[src/design/hif_pkg.sv]
package hif_pkg;
  // ==========================================================
  // register bus
  localparam int HIF_AW = 6;
  localparam int HIF_DW = 8;
  localparam logic [HIF_AW-1:0] HIF_ADDR_IRQ_BASE = 6'h00;  // four status registers, 0x00..0x03
  localparam logic [HIF_AW-1:0] HIF_ADDR_MASK_BASE = 6'h04; // four mask registers, 0x04..0x07
  localparam logic [HIF_AW-1:0] HIF_ADDR_FIFO_DATA = 6'h08;
  localparam logic [HIF_AW-1:0] HIF_ADDR_FIFO_STAT1 = 6'h09;
  localparam logic [HIF_AW-1:0] HIF_ADDR_FIFO_STAT2 = 6'h0a;
  localparam logic [HIF_AW-1:0] HIF_ADDR_IO_CFG1 = 6'h0b;
  localparam logic [HIF_AW-1:0] HIF_ADDR_CMD = 6'h0c;
  // ==========================================================
  // direct commands written to the command register
  localparam logic [7:0] HIF_CMD_SET_DEFAULT = 8'hc1;
  localparam logic [7:0] HIF_CMD_STOP_ALL = 8'hc2;
  localparam logic [7:0] HIF_CMD_CLEAR_FIFO = 8'hc3;
  // ==========================================================
  // field positions and reset values
  localparam int HIF_STAT2_CNT_HI_LSB = 0;
  localparam int HIF_STAT2_UNF_BIT = 4;
  localparam int HIF_STAT2_OVR_BIT = 5;
  localparam int HIF_CFG1_OUTC_LSB = 0;
  localparam int HIF_CFG1_LFOFF_BIT = 2;
  localparam logic [7:0] HIF_CFG1_RST = 8'h01;  // 3.39 MHz selected, low clock enabled
  localparam logic [7:0] HIF_MASK_RST = 8'h00;
  localparam logic [7:0] HIF_STAT_RST = 8'h00;
  localparam int HIF_FIFO_DEPTH = 512;
  localparam int HIF_SYNC_STAGES = 3;
  // ==========================================================
  // clock output select, and index of each clock pin
  typedef enum logic [1:0] {
    HIF_CLK_OFF = 2'b00,
    HIF_CLK_3M39 = 2'b01,
    HIF_CLK_6M78 = 2'b10,
    HIF_CLK_13M56 = 2'b11
  } hif_clk_sel_t;
  localparam int HIF_PIN_3M39 = 0;
  localparam int HIF_PIN_6M78 = 1;
  localparam int HIF_PIN_13M56 = 2;
  localparam int HIF_PIN_LF = 3;
  localparam int HIF_PIN_I2C_EN = 4;
  localparam int HIF_NPINS = 5;
  // ==========================================================
  // interrupt events, one byte per source register
  typedef struct packed {
    logic [7:0] pt;
    logic [7:0] err;
    logic [7:0] timer;
    logic [7:0] main;
  } hif_irq_vec_t;
endpackage

[src/design/hif_core.sv]
// Added by the designer: the register addresses and the plain strobed port.
`timescale 1ns/1ps
`default_nettype none
// Overview of operation
// - four interrupt registers: main, timer, error, target
// - event sets bit; unmasked bit raises irq
// - reading interrupt register returns then clears it
// - irq falls once all causing bits read
// - masked source records bit, irq stays low
// - masked bits read and cleared likewise
// - unmasking a set bit raises irq at once
// - commands and status read clear irq bits
// - 512-byte fifo between host and framing
// - overflow flag when pushing into full fifo
// - underflow flag when popping an empty fifo
// - fifo reset at rx start, reset, set-default and clear-fifo commands
// - reading empty fifo returns zero
// - two-bit select enables and divides clock output
// - disable bit gates 32 kHz clock output
// - power-up default 3.39 MHz, low clock on
// - strap low selects SPI, high I2C
module hif_core import hif_pkg::*; #(
  parameter int FIFO_DEPTH = HIF_FIFO_DEPTH
) (
  input wire logic clk,
  input wire logic rst_n,
  input wire logic [HIF_AW-1:0] reg_addr,
  input wire logic [HIF_DW-1:0] reg_wdata,
  input wire logic reg_wr,
  input wire logic reg_rd,
  output logic [HIF_DW-1:0] reg_rdata,
  input wire hif_irq_vec_t irq_events,
  output logic irq,
  input wire logic rx_start,
  input wire logic rx_valid,
  input wire logic [7:0] rx_data,
  input wire logic tx_pop,
  output logic [7:0] tx_data,
  output logic stop_all,
  input wire logic xtal_running,
  input wire logic [HIF_NPINS-2:0] osc_clk_pins,
  input wire logic i2c_en_pin,
  output logic host_port_i2c,
  output logic mcu_clk
);
  localparam int PW = $clog2(FIFO_DEPTH);
  localparam int CW = $clog2(FIFO_DEPTH + 1);
  localparam logic [CW-1:0] FULL_CNT = CW'(FIFO_DEPTH);

  // ==========================================================
  // register decode
  wire logic [HIF_AW-1:0] irq_idx_addr = reg_addr - HIF_ADDR_IRQ_BASE;
  wire logic [HIF_AW-1:0] mask_idx_addr = reg_addr - HIF_ADDR_MASK_BASE;
  wire logic in_irq = reg_addr < HIF_ADDR_MASK_BASE;
  wire logic in_mask = (reg_addr >= HIF_ADDR_MASK_BASE) && (reg_addr < HIF_ADDR_FIFO_DATA);
  wire logic cmd_wr = reg_wr && (reg_addr == HIF_ADDR_CMD);
  wire logic cmd_default = cmd_wr && (reg_wdata == HIF_CMD_SET_DEFAULT);
  wire logic cmd_stop = cmd_wr && (reg_wdata == HIF_CMD_STOP_ALL);
  wire logic cmd_clrfifo = cmd_wr && (reg_wdata == HIF_CMD_CLEAR_FIFO);
  wire logic irq_clear_all = cmd_default || cmd_stop || cmd_clrfifo;
  wire logic cfg_wr = reg_wr && (reg_addr == HIF_ADDR_IO_CFG1);
  wire logic fifo_host_wr = reg_wr && (reg_addr == HIF_ADDR_FIFO_DATA);
  wire logic fifo_host_rd = reg_rd && (reg_addr == HIF_ADDR_FIFO_DATA);

  // ==========================================================
  // interrupt status and mask registers
  logic [7:0] stat [4];
  logic [7:0] mask [4];
  logic [3:0] pend;
  wire logic [7:0] ev [4];
  assign ev[0] = irq_events.main;
  assign ev[1] = irq_events.timer;
  assign ev[2] = irq_events.err;
  assign ev[3] = irq_events.pt;

  genvar gi;
  generate
    for (gi = 0; gi < 4; gi++) begin : g_irq
      wire logic rd_hit = reg_rd && in_irq && (irq_idx_addr == HIF_AW'(gi));
      wire logic wr_mask = reg_wr && in_mask && (mask_idx_addr == HIF_AW'(gi));
      // a new event in the clearing cycle survives: set wins over clear
      wire logic [7:0] next_stat = ((rd_hit || irq_clear_all) ? 8'h00 : stat[gi]) | ev[gi];
      always_ff @(posedge clk or negedge rst_n) begin
        if (!rst_n) begin
          stat[gi] <= HIF_STAT_RST;
          mask[gi] <= HIF_MASK_RST;
        end else begin
          stat[gi] <= next_stat;
          if (wr_mask) begin
            mask[gi] <= reg_wdata;
          end
        end
      end
      assign pend[gi] = |(stat[gi] & ~mask[gi]);
    end
  endgenerate

  // irq follows pending unmasked bits, so unmasking an old bit raises it too
  always_ff @(posedge clk or negedge rst_n) begin
    if (!rst_n) begin
      irq <= 1'b0;
    end else begin
      irq <= |pend;
    end
  end

  // ==========================================================
  // fifo storage and pointers
  logic [7:0] mem [FIFO_DEPTH];
  logic [PW-1:0] wptr;
  logic [PW-1:0] rptr;
  logic [CW-1:0] count;
  logic ovr;
  logic unf;
  wire logic fifo_reset = rx_start || cmd_default || cmd_clrfifo;
  wire logic empty = (count == '0);
  wire logic full = (count == FULL_CNT);
  wire logic push_req = fifo_host_wr || rx_valid;
  wire logic pop_req = fifo_host_rd || tx_pop;
  wire logic do_push = push_req && !full && !fifo_reset;
  wire logic do_pop = pop_req && !empty && !fifo_reset;
  // receive data takes the slot if the host writes in the same cycle
  wire logic [7:0] push_data = rx_valid ? rx_data : reg_wdata;
  wire logic [7:0] head = empty ? 8'h00 : mem[rptr];
  wire logic [PW-1:0] next_wptr = (wptr == PW'(FIFO_DEPTH - 1)) ? '0 : wptr + 1'b1;
  wire logic [PW-1:0] next_rptr = (rptr == PW'(FIFO_DEPTH - 1)) ? '0 : rptr + 1'b1;
  wire logic [CW-1:0] next_count = count + CW'(do_push) - CW'(do_pop);

  // storage has no reset so it maps to a ram
  always_ff @(posedge clk) begin
    if (do_push) begin
      mem[wptr] <= push_data;
    end
  end

  // pointers, level and sticky error flags
  always_ff @(posedge clk or negedge rst_n) begin
    if (!rst_n) begin
      wptr <= '0;
      rptr <= '0;
      count <= '0;
      ovr <= 1'b0;
      unf <= 1'b0;
    end else if (fifo_reset) begin
      wptr <= '0;
      rptr <= '0;
      count <= '0;
      ovr <= 1'b0;
      unf <= 1'b0;
    end else begin
      if (do_push) begin
        wptr <= next_wptr;
      end
      if (do_pop) begin
        rptr <= next_rptr;
      end
      count <= next_count;
      ovr <= ovr || (push_req && full);
      unf <= unf || (pop_req && empty);
    end
  end

  // byte handed to the framing logic, zero when nothing was loaded
  always_ff @(posedge clk or negedge rst_n) begin
    if (!rst_n) begin
      tx_data <= 8'h00;
    end else if (tx_pop) begin
      tx_data <= head;
    end
  end

  // ==========================================================
  // clock output configuration
  logic [7:0] cfg1;
  always_ff @(posedge clk or negedge rst_n) begin
    if (!rst_n) begin
      cfg1 <= HIF_CFG1_RST;
    end else if (cmd_default) begin
      cfg1 <= HIF_CFG1_RST;
    end else if (cfg_wr) begin
      cfg1 <= reg_wdata;
    end
  end
  wire hif_clk_sel_t clk_sel = hif_clk_sel_t'(cfg1[HIF_CFG1_OUTC_LSB +: 2]);
  wire logic low_freq_clock_disable = cfg1[HIF_CFG1_LFOFF_BIT];

  // ==========================================================
  // pin synchronisers: a change counts once stages two and three agree
  logic [HIF_NPINS-1:0] s1;
  logic [HIF_NPINS-1:0] s2;
  logic [HIF_NPINS-1:0] s3;
  logic [HIF_NPINS-1:0] pin_f;
  wire logic [HIF_NPINS-1:0] pin_raw = {i2c_en_pin, osc_clk_pins};
  generate
    for (gi = 0; gi < HIF_NPINS; gi++) begin : g_sync
      always_ff @(posedge clk or negedge rst_n) begin
        if (!rst_n) begin
          s1[gi] <= 1'b0;
          s2[gi] <= 1'b0;
          s3[gi] <= 1'b0;
          pin_f[gi] <= 1'b0;
        end else begin
          s1[gi] <= pin_raw[gi];
          s2[gi] <= s1[gi];
          s3[gi] <= s2[gi];
          if (s2[gi] == s3[gi]) begin
            pin_f[gi] <= s3[gi];
          end
        end
      end
    end
  endgenerate

  // sampled oscillator phases are coarse at this rate: the faster taps alias,
  // a true divider belongs on the crystal clock itself
  logic xtal_tap;
  always_comb begin
    unique case (clk_sel)
      HIF_CLK_OFF: xtal_tap = 1'b0;
      HIF_CLK_3M39: xtal_tap = pin_f[HIF_PIN_3M39];
      HIF_CLK_6M78: xtal_tap = pin_f[HIF_PIN_6M78];
      HIF_CLK_13M56: xtal_tap = pin_f[HIF_PIN_13M56];
    endcase
  end
  wire logic lf_tap = (clk_sel != HIF_CLK_OFF) && !low_freq_clock_disable && pin_f[HIF_PIN_LF];
  wire logic next_mcu_clk = xtal_running ? xtal_tap : lf_tap;

  // ==========================================================
  // read data, output flops and command strobe
  logic [7:0] rd_mux;
  always_comb begin
    rd_mux = 8'h00;
    if (in_irq) begin
      rd_mux = stat[irq_idx_addr[1:0]];
    end else if (in_mask) begin
      rd_mux = mask[mask_idx_addr[1:0]];
    end else if (reg_addr == HIF_ADDR_FIFO_DATA) begin
      rd_mux = head;
    end else if (reg_addr == HIF_ADDR_FIFO_STAT1) begin
      rd_mux = count[7:0];
    end else if (reg_addr == HIF_ADDR_FIFO_STAT2) begin
      rd_mux[HIF_STAT2_CNT_HI_LSB +: 2] = count[CW-1 -: 2];
      rd_mux[HIF_STAT2_UNF_BIT] = unf;
      rd_mux[HIF_STAT2_OVR_BIT] = ovr;
    end else if (reg_addr == HIF_ADDR_IO_CFG1) begin
      rd_mux = cfg1;
    end
  end

  always_ff @(posedge clk or negedge rst_n) begin
    if (!rst_n) begin
      reg_rdata <= 8'h00;
      stop_all <= 1'b0;
      mcu_clk <= 1'b0;
      host_port_i2c <= 1'b0;
    end else begin
      reg_rdata <= reg_rd ? rd_mux : 8'h00;
      stop_all <= cmd_stop;
      mcu_clk <= next_mcu_clk;
      host_port_i2c <= pin_f[HIF_PIN_I2C_EN];
    end
  end
endmodule
`default_nettype wire

[config.mk]
export PLATFORM = sky130hd
export DESIGN_NAME = hif_core
export DESIGN_NICKNAME = d
export VERILOG_FILES = /design/src/design/hif_pkg.sv /design/src/design/hif_core.sv
export SDC_FILE = /design/constraint.sdc
export NUM_CORES = 2
export LEC_CHECK = 0
export ABC_AREA = 1
export BUFFER_PORTS_ARGS = -buffer_cell sky130_fd_sc_hd__buf_4
export CAP_MARGIN = 20
export CORE_MARGIN = 1.5
export CORE_UTILIZATION = 35
export CTS_CLUSTER_DIAMETER = 120
export DETAILED_ROUTE_END_ITERATION = 10
export HOLD_SLACK_MARGIN = 0.08
export MAX_ROUTING_LAYER = met4
export SLEW_MARGIN = 40
export SYNTH_ARGS = -nofsm -noshare
export SYNTH_HDL_FRONTEND = slang
export SYNTH_SLANG_ARGS = --single-unit
[constraint.sdc]
create_clock -name clk -period 8.45 [get_ports clk]
set_input_delay 0.845 -clock clk [delete_from_list [all_inputs] [get_ports clk]]
set_output_delay 0.845 -clock clk [all_outputs]
set_load 0.05 [all_outputs]
==> metrics.yaml <==
timing:
  slew_headroom: 0.375
  fin_skew_ns: 0.0727
  hold_violations: 0
  setup_viol: 0
  clock.fmax_ghz: 0.191
  worst_pin_slew_ns: 0.938
  drv_slew: 0
  rsz0062_at_grt: "false"
  setup_tns_ns: 0
  fin_crit_sh: 0.620
  min_period_ns: 5.24
  holdWs_ns: 0.153
setup_path:
  worstPathRequired_ns: 9.34
  path_cells: "inv_16, buf_4, buf_6, nand2_1, nand3_1, nand3_1, nand3_1, nand3_1, nand3_1, nand3_1, nand3_1, nand3_1, nand2_1, nand2_1, nand2_1, nand2_1, a21oi_1"
  start_kind: "register"
  cp-end-kind: "register"
  critPathArrivalTime_ns: 6.13
  cp_slowest_stage_delay_ns: 0.73
  cp_common_cell: "nand3_1"
  crit_type: "reg2reg"
  slowest_stage: "dfrtp_4"
  critPathMaxFanout: 134
die:
  initial_core_util: 0.351
  fp.dieW_um: 706
  coreArea_um2: 493000
  boundaryPins: 87
  num_rows: 258
  dieArea_um2: 499000
  die_h_um: 706
synth:
  synth_cells: 14600
  yosys_warnings: 0
  yosysMostFrequentCell: "nand2_1"
  synth_top_cell_area_share: 0.710
  synth_cell_types: 47
  synth.top_cells.by_area: "edfxtp_1, nand3_1, nand2_1, dfrtp_1, nor2_1"
  synth_commonest_cells: "nand2_1, edfxtp_1, nand3_1, nor2_1, buf_2"
  syn_area_per_cell_um2: 11.9
  netlist_area_um2: 173000
  synth_largest_area_cell: "edfxtp_1"
  ys_ff_latch: 4238
  synth-main-ff-cell: "edfxtp_1"
  ys_async_sr_fraction: 0.0335
  synth_nets: 14700
  synth_edf_count: 4096
  ys_seq_area_frac: 0.731
route:
  drt_iter0_drc: 12800
  routed_wl_um: 484000
  drc_errors: 0
  detail_route.vias_per_cell: 5.31
  drtPass1Iterations: 6
  num_vias: 113000
  antenna_left: 0
  wl_per_cell_um: 22.8
grt:
  antenna_found_initial: 18
  grt_usage: 0.193
  gr-total-overflow: 0
  grt_pass1_vias: 107000
  grt_max_degree: 189
  grt_pass1_wl_um: 713000
final_layout:
  final_cells: 21200
  drive_above_1_share: 0.0693
  postLayoutCellArea_um2: 194000
  fillCellCount: 46300
  fin_util: 0.393
  nets: 14400
  areaGrowthSynthToFinish_pct: 12.0
power_and_ir_drop:
  leakagePower_nw: 66.2
  vdd_drop_max_uv: 178
  power.density_nw_per_um2: 249
outcome:
  status: "complete, no violations"
worst_hold_path:
  hold_path.class: "in2reg"
placement:
  placed_cells: 20300
  hpwl_um: 270000
  place_area_um2: 179000
  portBuffers: 86
  place.gp.congestion: 0.900
clocking:
  clock_sinks: 4238
  clock_latency_ns: 1.00
  ctsLongestPathBuffers: 4
  postCtsSetupRepairBufs: 0
  htreeDepth: 5
  cts-root-buf: "clkbuf_16"
  path_clk_slew_ns: 0.06
  tritoncts: "done"
  numCtsBuffers: 429
flow_run:
  cap_violations: 0
[final cells by class]
cell class / count / area [µm²] / share of cell area
multi-input cells: 9194 / 41100 / 0.212
inverters: 136 / 556 / 0.00286
well taps: 6500 / 8130 / 0.0419
diodes: 13 / 32.5 / 0.000168
flip-flops and latches: 4238 / 127000 / 0.653
clock buffers: 533 / 11200 / 0.0580
clock inverters: 253 / 2540 / 0.0131
repair buffers: 328 / 3810 / 0.0196
[flip-flops by register name, summed over array words and instances (netlist names), 5 cells and up]
register	cells
wptr	9
reg_rdata	8
count	10
s3	5
stat	32
tx_data	8
s2	5
pin_f	5
cfg1	8
s1	5
mask	32
rptr	9
mem	4096
[cell usage in the layout, fill, tap and decap left out, drive strengths merged, types with 47 or more instances in the layout]
master / instances
a21oi: 47
buf: 287
clkbuf: 533
clkinv: 194
dfrtp: 141
edfxtp: 4096
inv: 138
nand2: 4196
nand3: 4044
nor2: 591
o21ai: 123
o22ai: 62
[through the flow]
stage,power [mW],setup slack (ns)
2_1_floorplan,28.2,-1.52
3_3_place_gp,29.8,2.82
3_5_place_dp,29.9,3.33
4_1_cts,48.5,3.30
5_1_grt,49.9,3.00
6_report,48.3,3.21
[per-layer routing]
layer | global-route usage | part of all wire | vias up
met5 | - | 0 | -
met4 | 0.0644 | 0.037 | 0
met3 | 0.0324 | 0.084 | 811
met2 | 0.300 | 0.46 | 4806
met1 | 0.259 | 0.42 | 55500
li1 | - | - | 51400
[cell families after synthesis]
kind of cell	share of synthesized area
DFF	0.731
buffers and inverters	0.0344
adders and majority gates	0.00199
and+or+nand+nor	0.223
AOI/OAI and AO/OA	0.00971
xor gates and xnor gates	0.000405
[power by group]
part           switching (mW)  internal, mW  total [mW]  leakage [nW]
clock                    8.03          10.7        18.8          6.71
sequential              0.104          23.3        23.4          38.6
combinational            4.56          1.59        6.15          20.9
[timing repair]
action                     CTS  global route
hold endpoints to repair    78             0
resized for setup            0             0
hold buffers                41             0
setup endpoints to repair    0             0
[worst max-delay path: cells and delay by family (launching register included)]
kind | cells | cell delay (ns)
AOI/OAI and AO/OA | 1 | 0.14
buffers and inverters | 3 | 1.94
DFF | 1 | 0.73
and+or+nand+nor | 13 | 2.14
[worst paths after layout]
| check | slack [ns] | depth (start not counted) | startpoint | end |
|---|---|---|---|---|
| worst max-delay path | 3.21 | 17 | rptr[0]$_DFFE_PN0P_ | reg_rdata[0]$_DFF_PN0_ |
| worst max register to register | 3.21 | 17 | rptr[0]$_DFFE_PN0P_ | reg_rdata[0]$_DFF_PN0_ |
| worst min register to register | 0.35 | 0 | s1[2]$_DFF_PN0_ | s2[2]$_DFF_PN0_ |
| min in group asynchronous | 0.36 | 2 | rst_n | pin_f[1]$_DFFE_PN0N_ |
| worst min-delay path | 0.15 | 3 | reg_rd | reg_rdata[4]$_DFF_PN0_ |
| max in group asynchronous | 6.97 | 3 | rst_n | mask[5]$_DFFE_PN0P_ |
(Power assumes the default switching activity.)
